**config.mk**
```make
export PLATFORM = sky130hd
export DESIGN_NAME = csc_top
export DESIGN_NICKNAME = d
export VERILOG_FILES = /design/src/rtl/csc_pkg.sv /design/src/rtl/csc_top.sv
export VERILOG_INCLUDE_DIRS = /design/src /design/src/rtl
export SDC_FILE = /design/constraint.sdc
export NUM_CORES = 1
export LEC_CHECK = 0
export ABC_AREA = 1
export BUFFER_PORTS_ARGS = -buffer_cell sky130_fd_sc_hd__buf_2
export CORE_ASPECT_RATIO = 1.2
export CORE_MARGIN = 5
export CORE_UTILIZATION = 40
export CTS_BUF_LIST = sky130_fd_sc_hd__clkbuf_8
export CTS_CLUSTER_SIZE = 16
export DETAILED_ROUTE_END_ITERATION = 7
export PLACE_DENSITY = 0.65
export SLEW_MARGIN = 15
export SYNTH_ARGS = -nofsm -noshare
export SYNTH_HDL_FRONTEND = slang
export SYNTH_SLANG_ARGS = --single-unit
```
**constraint.sdc**
```tcl
create_clock -name sys_clk_i -period 2 [get_ports sys_clk_i]
set_input_delay 0.1 -clock sys_clk_i [delete_from_list [all_inputs] [get_ports sys_clk_i]]
set_output_delay 0.1 -clock sys_clk_i [all_outputs]
set_load 0.005 [all_outputs]
```
**src/rtl/csc_cfg.svh**
```systemverilog
`ifndef CSC_CFG_SVH
`define CSC_CFG_SVH
// Overview of operation
// - first mask bit one enables its source
// - first mask: drift, ext2, ext1, dtx, rxerr, rxfull
// - first mask bits seven and six read zero
// - second mask bit one enables its source
// - second mask: port1 groups, channel_match_sync_irq, serial, keypad, ext0
// - keypad mask ignored while shut down
// - keypad mask normal after wake and source read
// - pause input enable defeats keypad bypass
// - control reads free, writes only via unlock
// - any other access aborts unlock sequence
// - unlock address write only, data ignored
// - powerdown request enters shutdown after timer
// - unmasked interrupt aborts shutdown, clears request
// - write zero stops, write one restarts timer
// - request bit cleared on leaving shutdown
// - auto speed-up: interrupt selects full rate
// - rate field cleared by software or speed-up
// - rate code halves clock per step
// - clock double bypasses divider, rate ignored
// - pause enable routes irq1 pin to hold
// - module enables forced off during shutdown
// - scanner interrupts regardless of scanner enable
// - keypad activity wakes from shutdown unless pause enable is set

// register indices; byte address is four times the index
`define CSC_IDX_MASK_LO   16'hFFE2
`define CSC_IDX_MASK_HI   16'hFFE3
`define CSC_IDX_CTRL      16'hFFE9
`define CSC_IDX_UNLOCK    16'hFFEA
`define CSC_IDX_MODEN     16'hFFEB

`define CSC_RST_MASK_LO   8'h00
`define CSC_RST_MASK_HI   8'h00
`define CSC_RST_CTRL      8'h00
`define CSC_RST_MODEN     8'h00

`define CSC_WM_MASK_LO    8'h3F
`define CSC_WM_MASK_HI    8'h7F
`define CSC_WM_CTRL       8'hEF
`define CSC_WM_MODEN      8'hFB

`define CSC_BIT_KEYPAD    1

`define CSC_RESP_OKAY     2'h0
`define CSC_RESP_SLVERR   2'h2

`define CSC_CLK_NS        50
`define CSC_SD_MIN_NS     3560000
`define CSC_SD_MAX_NS     7120000
`define CSC_SD_CYCLES     ((`CSC_SD_MIN_NS + `CSC_CLK_NS - 1) / `CSC_CLK_NS)
`endif

```
**src/rtl/csc_pkg.sv**
```systemverilog
package csc_pkg;
    typedef enum logic [1:0] {
        CSC_ULK_IDLE,
        CSC_ULK_FIRST,
        CSC_ULK_SECOND,
        CSC_ULK_THIRD
    } csc_ulk_e;

    typedef struct packed {
        logic       shutdown;
        logic       auto_speed;
        logic       pause_en;
        logic       rsvd;
        logic       dbl;
        logic [2:0] rate;
    } csc_ctrl_s;
endpackage

```
**src/rtl/csc_top.sv**
```systemverilog
// Implementation choice: the AXI4-Lite slave port.
`include "csc_cfg.svh"

module csc_top #(
    parameter int unsigned SD_CYCLES = `CSC_SD_CYCLES
) (
    input  wire logic        sys_clk_i,
    input  wire logic        rst_n_i,
    input  wire logic [17:0] s_axi_awaddr_i,
    input  wire logic        s_axi_awvalid_i,
    output logic             s_axi_awready_o,
    input  wire logic [31:0] s_axi_wdata_i,
    input  wire logic [3:0]  s_axi_wstrb_i,
    input  wire logic        s_axi_wvalid_i,
    output logic             s_axi_wready_o,
    output logic [1:0]       s_axi_bresp_o,
    output logic             s_axi_bvalid_o,
    input  wire logic        s_axi_bready_i,
    input  wire logic [17:0] s_axi_araddr_i,
    input  wire logic        s_axi_arvalid_i,
    output logic             s_axi_arready_o,
    output logic [31:0]      s_axi_rdata_o,
    output logic [1:0]       s_axi_rresp_o,
    output logic             s_axi_rvalid_o,
    input  wire logic        s_axi_rready_i,
    input  wire logic [5:0]  main_irq_source_low_i,
    input  wire logic [6:0]  main_irq_source_high_i,
    input  wire logic        main_irq_source_high_rd_i,
    input  wire logic        external_irq1_pin_i,
    output logic             processor_irq_line_a_o,
    output logic             processor_irq_line_b_o,
    output logic             hold_request_o,
    output logic             shutdown_o,
    output logic [7:0]       module_enable_o,
    output logic [3:0]       processor_clock_sel_o
);

    // ------------------------------------------------------------
    // decode helpers
    // ------------------------------------------------------------
    function automatic logic csc_mapped(input logic [15:0] idx);
        csc_mapped = (idx == `CSC_IDX_MASK_LO) || (idx == `CSC_IDX_MASK_HI) ||
                     (idx == `CSC_IDX_CTRL) || (idx == `CSC_IDX_UNLOCK) ||
                     (idx == `CSC_IDX_MODEN);
    endfunction

    logic                 aw_rdy_r;
    logic                 w_rdy_r;
    logic                 ar_rdy_r;
    logic                 aw_held_r;
    logic                 w_held_r;
    logic [15:0]          aw_idx_r;
    logic [7:0]           w_data_r;
    logic                 w_lane_r;
    logic                 bvalid_r;
    logic [1:0]           bresp_r;
    logic                 rvalid_r;
    logic [1:0]           rresp_r;
    logic [31:0]          rdata_r;
    logic [7:0]           mask_lo_r;
    logic [7:0]           mask_hi_r;
    logic [7:0]           moden_r;
    csc_pkg::csc_ctrl_s   ctrl_r;
    csc_pkg::csc_ctrl_s   ctrl_nxt;
    csc_pkg::csc_ulk_e    ulk_r;
    csc_pkg::csc_ulk_e    ulk_nxt;
    logic                 shutdown_r;
    logic                 kp_hold_r;
    logic [16:0]          sd_cnt_r;
    logic                 pin_s1_r;
    logic                 pin_s2_r;
    logic                 irq_a_r;
    logic                 irq_b_r;
    logic                 hold_r;
    logic [7:0]           moden_out_r;
    logic [3:0]           clk_sel_r;

    // ------------------------------------------------------------
    // bus decode
    // ------------------------------------------------------------
    wire        wr_do     = aw_held_r && w_held_r && !bvalid_r;
    wire        rd_do     = s_axi_arvalid_i && ar_rdy_r;
    wire [15:0] ar_idx    = s_axi_araddr_i[17:2];
    wire        wr_hit    = csc_mapped(aw_idx_r);
    wire        rd_hit    = csc_mapped(ar_idx) && (ar_idx != `CSC_IDX_UNLOCK);
    wire        wr_ctrl   = wr_do && (aw_idx_r == `CSC_IDX_CTRL);
    wire        wr_ulk    = wr_do && (aw_idx_r == `CSC_IDX_UNLOCK);
    wire        wr_st     = wr_do && w_lane_r;
    wire        wr_mlo    = wr_st && (aw_idx_r == `CSC_IDX_MASK_LO);
    wire        wr_mhi    = wr_st && (aw_idx_r == `CSC_IDX_MASK_HI);
    wire        wr_mod    = wr_st && (aw_idx_r == `CSC_IDX_MODEN);
    // a read in the same cycle as the final write still aborts
    wire        ctrl_commit = wr_ctrl && w_lane_r && !rd_do &&
                              (ulk_r == csc_pkg::CSC_ULK_THIRD);

    wire [7:0]  rd_byte =
        (ar_idx == `CSC_IDX_MASK_LO) ? (mask_lo_r & `CSC_WM_MASK_LO) :
        (ar_idx == `CSC_IDX_MASK_HI) ? (mask_hi_r & `CSC_WM_MASK_HI) :
        (ar_idx == `CSC_IDX_CTRL)    ? (ctrl_r & `CSC_WM_CTRL) :
        (ar_idx == `CSC_IDX_MODEN)   ? (moden_r & `CSC_WM_MODEN) : 8'h00;

    // ------------------------------------------------------------
    // interrupt gating
    // ------------------------------------------------------------
    // bypass holds from shutdown entry until the source is read after wake
    wire        kp_bypass = (shutdown_r || kp_hold_r) && !ctrl_r.pause_en;
    wire [6:0]  eff_mask_hi = mask_hi_r[6:0] |
                              {5'h00, kp_bypass, 1'h0};
    wire        irq_a = |(main_irq_source_low_i & mask_lo_r[5:0]);
    wire        irq_b = |(main_irq_source_high_i & eff_mask_hi);
    wire        any_irq = irq_a || irq_b;
    wire        sd_last = (sd_cnt_r == 17'(SD_CYCLES - 1));

    // ------------------------------------------------------------
    // unlock sequencer
    // ------------------------------------------------------------
    always_comb begin
        ulk_nxt = ulk_r;
        if (rd_do) begin
            ulk_nxt = csc_pkg::CSC_ULK_IDLE;
        end else if (wr_do) begin
            unique case (ulk_r)
                csc_pkg::CSC_ULK_IDLE: begin
                    ulk_nxt = wr_ulk ? csc_pkg::CSC_ULK_FIRST : csc_pkg::CSC_ULK_IDLE;
                end
                csc_pkg::CSC_ULK_FIRST: begin
                    ulk_nxt = wr_ctrl ? csc_pkg::CSC_ULK_SECOND :
                              wr_ulk  ? csc_pkg::CSC_ULK_FIRST : csc_pkg::CSC_ULK_IDLE;
                end
                csc_pkg::CSC_ULK_SECOND: begin
                    ulk_nxt = wr_ulk ? csc_pkg::CSC_ULK_THIRD : csc_pkg::CSC_ULK_IDLE;
                end
                csc_pkg::CSC_ULK_THIRD: begin
                    ulk_nxt = csc_pkg::CSC_ULK_IDLE;
                end
            endcase
        end
    end

    // ------------------------------------------------------------
    // control register next value
    // ------------------------------------------------------------
    always_comb begin
        ctrl_nxt = ctrl_r;
        if (ctrl_commit) begin
            ctrl_nxt = csc_pkg::csc_ctrl_s'(w_data_r & `CSC_WM_CTRL);
        end
        if (any_irq) begin
            ctrl_nxt.shutdown = 1'b0;
            if (ctrl_r.auto_speed) begin
                ctrl_nxt.rate = 3'h0;
            end
        end
    end

    // ------------------------------------------------------------
    // bus slave
    // ------------------------------------------------------------
    always_ff @(posedge sys_clk_i) begin
        if (!rst_n_i) begin
            aw_rdy_r  <= 1'b1;
            w_rdy_r   <= 1'b1;
            aw_held_r <= 1'b0;
            w_held_r  <= 1'b0;
            aw_idx_r  <= 16'h0000;
            w_data_r  <= 8'h00;
            w_lane_r  <= 1'b0;
            bvalid_r  <= 1'b0;
            bresp_r   <= `CSC_RESP_OKAY;
        end else begin
            if (s_axi_awvalid_i && aw_rdy_r) begin
                aw_rdy_r  <= 1'b0;
                aw_held_r <= 1'b1;
                aw_idx_r  <= s_axi_awaddr_i[17:2];
            end
            if (s_axi_wvalid_i && w_rdy_r) begin
                w_rdy_r  <= 1'b0;
                w_held_r <= 1'b1;
                w_data_r <= s_axi_wdata_i[7:0];
                w_lane_r <= s_axi_wstrb_i[0];
            end
            if (wr_do) begin
                aw_held_r <= 1'b0;
                w_held_r  <= 1'b0;
                aw_rdy_r  <= 1'b1;
                w_rdy_r   <= 1'b1;
                bvalid_r  <= 1'b1;
                bresp_r   <= wr_hit ? `CSC_RESP_OKAY : `CSC_RESP_SLVERR;
            end else if (bvalid_r && s_axi_bready_i) begin
                bvalid_r <= 1'b0;
            end
        end
    end

    always_ff @(posedge sys_clk_i) begin
        if (!rst_n_i) begin
            ar_rdy_r <= 1'b1;
            rvalid_r <= 1'b0;
            rresp_r  <= `CSC_RESP_OKAY;
            rdata_r  <= 32'h0000_0000;
        end else if (rd_do) begin
            ar_rdy_r <= 1'b0;
            rvalid_r <= 1'b1;
            rresp_r  <= rd_hit ? `CSC_RESP_OKAY : `CSC_RESP_SLVERR;
            rdata_r  <= {24'h000000, rd_byte};
        end else if (rvalid_r && s_axi_rready_i) begin
            rvalid_r <= 1'b0;
            ar_rdy_r <= 1'b1;
        end
    end

    // ------------------------------------------------------------
    // registers and shutdown timer
    // ------------------------------------------------------------
    always_ff @(posedge sys_clk_i) begin
        if (!rst_n_i) begin
            mask_lo_r <= `CSC_RST_MASK_LO;
            mask_hi_r <= `CSC_RST_MASK_HI;
            moden_r   <= `CSC_RST_MODEN;
            ctrl_r    <= csc_pkg::csc_ctrl_s'(`CSC_RST_CTRL);
            ulk_r     <= csc_pkg::CSC_ULK_IDLE;
        end else begin
            if (wr_mlo) mask_lo_r <= w_data_r & `CSC_WM_MASK_LO;
            if (wr_mhi) mask_hi_r <= w_data_r & `CSC_WM_MASK_HI;
            if (wr_mod) moden_r <= w_data_r & `CSC_WM_MODEN;
            ctrl_r <= ctrl_nxt;
            ulk_r  <= ulk_nxt;
        end
    end

    // the timer fires at the least time, well inside the longest bound
    always_ff @(posedge sys_clk_i) begin
        if (!rst_n_i) begin
            sd_cnt_r   <= 17'h00000;
            shutdown_r <= 1'b0;
            kp_hold_r  <= 1'b0;
        end else begin
            if (ctrl_commit || !ctrl_nxt.shutdown || shutdown_r) begin
                sd_cnt_r <= 17'h00000;
            end else if (!sd_last) begin
                sd_cnt_r <= sd_cnt_r + 17'h00001;
            end
            if (shutdown_r && any_irq) begin
                shutdown_r <= 1'b0;
            end else if (sd_last && ctrl_nxt.shutdown && !ctrl_commit) begin
                shutdown_r <= 1'b1;
            end
            if (shutdown_r) begin
                kp_hold_r <= 1'b1;
            end else if (main_irq_source_high_rd_i) begin
                kp_hold_r <= 1'b0;
            end
        end
    end

    // ------------------------------------------------------------
    // outputs
    // ------------------------------------------------------------
    always_ff @(posedge sys_clk_i) begin
        if (!rst_n_i) begin
            pin_s1_r    <= 1'b0;
            pin_s2_r    <= 1'b0;
            irq_a_r     <= 1'b0;
            irq_b_r     <= 1'b0;
            hold_r      <= 1'b0;
            moden_out_r <= 8'h00;
            clk_sel_r   <= 4'h1;
        end else begin
            pin_s1_r    <= external_irq1_pin_i;
            pin_s2_r    <= pin_s1_r;
            irq_a_r     <= irq_a;
            irq_b_r     <= irq_b;
            hold_r      <= pin_s2_r && ctrl_r.pause_en;
            moden_out_r <= shutdown_r ? 8'h00 : moden_r;
            clk_sel_r   <= ctrl_r.dbl ? 4'h0 : {1'b0, ctrl_r.rate} + 4'h1;
        end
    end

    assign s_axi_awready_o        = aw_rdy_r;
    assign s_axi_wready_o         = w_rdy_r;
    assign s_axi_bvalid_o         = bvalid_r;
    assign s_axi_bresp_o          = bresp_r;
    assign s_axi_arready_o        = ar_rdy_r;
    assign s_axi_rvalid_o         = rvalid_r;
    assign s_axi_rresp_o          = rresp_r;
    assign s_axi_rdata_o          = rdata_r;
    assign processor_irq_line_a_o = irq_a_r;
    assign processor_irq_line_b_o = irq_b_r;
    assign hold_request_o         = hold_r;
    assign shutdown_o             = shutdown_r;
    assign module_enable_o        = moden_out_r;
    assign processor_clock_sel_o  = clk_sel_r;
endmodule

```
==> impl_metrics.env <==
export IMPL_status="completed"
export IMPL_power_leakage_nw=2.636
export IMPL_start_util_pct=40.71
export IMPL_crit_type="reg2reg"
export IMPL_postRouteWirelength_um=12160
export IMPL_viasPerCell=4.718
export IMPL_synth_top_family_by_area="simple AND/OR/NAND/NOR gates"
export IMPL_crit_reg2reg_launch="w_held_r"
export IMPL_max_slew_margin_pct=60.97
export IMPL_area_growth_pct=19.21
export IMPL_cts_clk_slew_worst_paths_ns=0.10
export IMPL_hp_class="in2reg"
export IMPL_min_delay_start="main_irq_source_low_i[1]"
export IMPL_antenna_found_initial=0
export IMPL_yosys_warnings=0
export IMPL_synthFlopType="dfxtp_1"
export IMPL_worstSetupStartpointType="flop"
export IMPL_whs_ns=0.01915
export IMPL_io_pins=151
export IMPL_ys_types=39
export IMPL_synth_xor_area_share_pct=2.309
export IMPL_finClkSkew_ns=0.01322
export IMPL_grt_pass1_vias=4179
export IMPL_die_y_um=131.6
export IMPL_maxCapViolCount=0
export IMPL_ys_seq_elements=106
export IMPL_synth_top_cell_by_area="dfxtp_1"
export IMPL_synth_simple_area_share_pct=31.87
export IMPL_clk_path_buf_depth=2
export IMPL_drtIter0Drc=228
export IMPL_clk_latency_ns=0.38
export IMPL_ctsRootBufferMaster="clkbuf_8"
export IMPL_n_antenna_cell=0
export IMPL_syn_inst=655
export IMPL_synth_sequential_area_ratio_pct=43.03
export IMPL_gr_usage_all_layers_pct=16.36
export IMPL_p_per_area_nw_per_um2=677.8
export IMPL_hpwl_um=9201
export IMPL_cts_tree="built"
export IMPL_setup_violations=0
export IMPL_cts_sinks=106
export IMPL_dr_pass1_iters=5
export IMPL_die_w_um=111.4
export IMPL_synth_top_cell_area_share_pct=43.03
export IMPL_cts_resized=0
export IMPL_synth_commonest_cells="nor2_1 (119), nand2_1 (116), dfxtp_1 (106)"
export IMPL_async_flop_share_pct=0
export IMPL_drive_above_1_share_pct=21.47
export IMPL_grt_start_max_net_pins=38
export IMPL_cts_buffers=9
export IMPL_synth_compound_area_share_pct=11.37
export IMPL_critical_path_max_stage_delay_ns=0.33
export IMPL_critPathMaxFanout=11
export IMPL_h_tree_depth=3
export IMPL_path_cells="inv_1, nor2_2, nand2_2, inv_2, nand2_2, nor2_8, nand2_1, inv_1, o21ai_0, a21oi_1"
export IMPL_drc=0
export IMPL_std_cell_rows=44
export IMPL_end_kind="flop"
export IMPL_gr_total_overflow=0
export IMPL_synthTopCellsByArea="dfxtp_1 (43%), nor2_1 (9.1%), nand2_1 (8.8%), inv_1 (4.6%), a21oi_1 (4.3%)"
export IMPL_rsz0062_at_grt="false"
export IMPL_die_area_um2=14660
export IMPL_max_slew_worst_pin_slew_ns=0.5810
export IMPL_vias=4407
export IMPL_slew_violations=0
export IMPL_critPathRequiredTime_ns=2.31
export IMPL_final_setup_tns_ns=0
export IMPL_finalWeightedCongestion=0.8758
export IMPL_hold_viol=0
export IMPL_grt_first_pass_wirelength_um=19890
export IMPL_muxShareOfSynthArea_pct=0
export IMPL_crit_slowest_cell="dfxtp_1"
export IMPL_worst_ep_arrival_time_ns=2.03
export IMPL_wire_per_inst_um=13.02
export IMPL_timing_final_crit_share_pct=85.97
export IMPL_nets=864
export IMPL_fmax_mhz=581.6
export IMPL_syn_cell_area_um2=4931
export IMPL_synth_edf_count=0
export IMPL_peakVddDrop_uv=428.7
export IMPL_coreArea_um2=12110
export IMPL_synth_fa_ha_area_share_pct=0.5075
export IMPL_yosysMostFrequentCell="nor2_1"
export IMPL_portBuffers=92
export IMPL_ant_nets=0
export IMPL_critPathLaunch="w_held_r"
export IMPL_final_min_clock_period_ns=1.719
export IMPL_syn_avg_cell_area_um2=7.528
through the flow:
step                instance area, um^2  power [mW]  std cells  util, %  setup WS, ns
finish                             5878       3.984        934    48.53        0.2807
global route                       5878       4.181        934    48.53       0.06907
CTS                                5878       4.019        934    48.53        0.2728
detailed placement                 5426       2.593        894    44.80        0.2994
floorplan                          5029       2.488        681        -        0.5461
global placement                   5426       2.581        894    44.80        0.3587
per-layer routing:
layer / up-vias / share of wire [%] / GRT usage, %
li1: 2284 / - / -
met3: 19 / 5.3 / 4.094
met5: - / 0 / 0
met1: 1985 / 44 / 20.35
met4: 0 / 1.6 / 5.612
met2: 119 / 49 / 27.60
state kept, by name, summed over array words and instances, names as in the netlist, 2 cells and up:
signal and flops:
s_axi_rdata_o 8, mask_hi_r 7, sd_cnt_r 17, processor_clock_sel_o 4
ulk_r 2, w_data_r 8, moden_r 7, module_enable_o 7
mask_lo_r 6, ctrl_r 7, aw_idx_r 16
critical path: cells and delay by family (launching register included):
kind            cells  cell delay [ns]
compound gates      2             0.24
buf+inv             3             0.36
flops               1             0.33
simple gates        5             0.72
placed cells by master, fill, tap and decap left out, drive strengths merged:
master	instances
inv	65
a21oi	43
dfxtp	106
nand4	20
o2111ai	1
bufinv	1
nand2	125
xor2	8
conb	27
nand3	31
ha	2
or2	1
nor4	1
a211oi	11
nand3b	3
clkinv	2
clkbuf	11
dlygate4sd3	24
a31oi	2
nor3	18
buf	96
nor2	132
o21ai	36
a21boi	1
xnor2	5
clkinvlp	1
layout make-up:
type | instances | area [um^2]
tap | 161 | 201.4
clock buffer | 11 | 151.4
sequential | 106 | 2122
timing repair buffer | 120 | 730.7
clock inverter | 5 | 60.06
multi-input combinational | 467 | 2372
inverter | 64 | 240.2
fill | 1235 | 6233
report_power, final:
group / switching (mW) / leakage, nW / total [mW] / internal [mW]
clock: 0.750 / 0.106 / 1.40 / 0.652
combinational: 0.204 / 1.67 / 0.351 / 0.148
sequential: 0.0532 / 0.863 / 2.23 / 2.18
timing repair:
| action | in CTS | in global routing |
|---|---|---|
| setup endpoints to repair | 0 | 0 |
| hold buffers | 24 | 0 |
| buffers inserted | 0 | 0 |
| endpoints found under the hold margin | 24 | 0 |
cells by family after synthesis:
| kind of cell | after synthesis |
|---|---|
| flip-flops | 106 |
| XOR/XNOR | 13 |
| adder cells (fa/ha/maj) | 2 |
| buffers and inverters | 108 |
| AND/OR/NAND/NOR | 331 |
| other | 1 |
| AO/OA/AOI/OAI | 94 |
worst paths after layout:
check	endpoint	slack [ns]	cells past startpoint
worst max register to register	moden_r[7]	0.28	10
worst min register to register	pin_s2_r	0.42	2
worst min-delay path	processor_irq_line_a_o	0.02	3
worst max-delay path	moden_r[7]	0.28	10
Power figures use the tool's default switching activity.
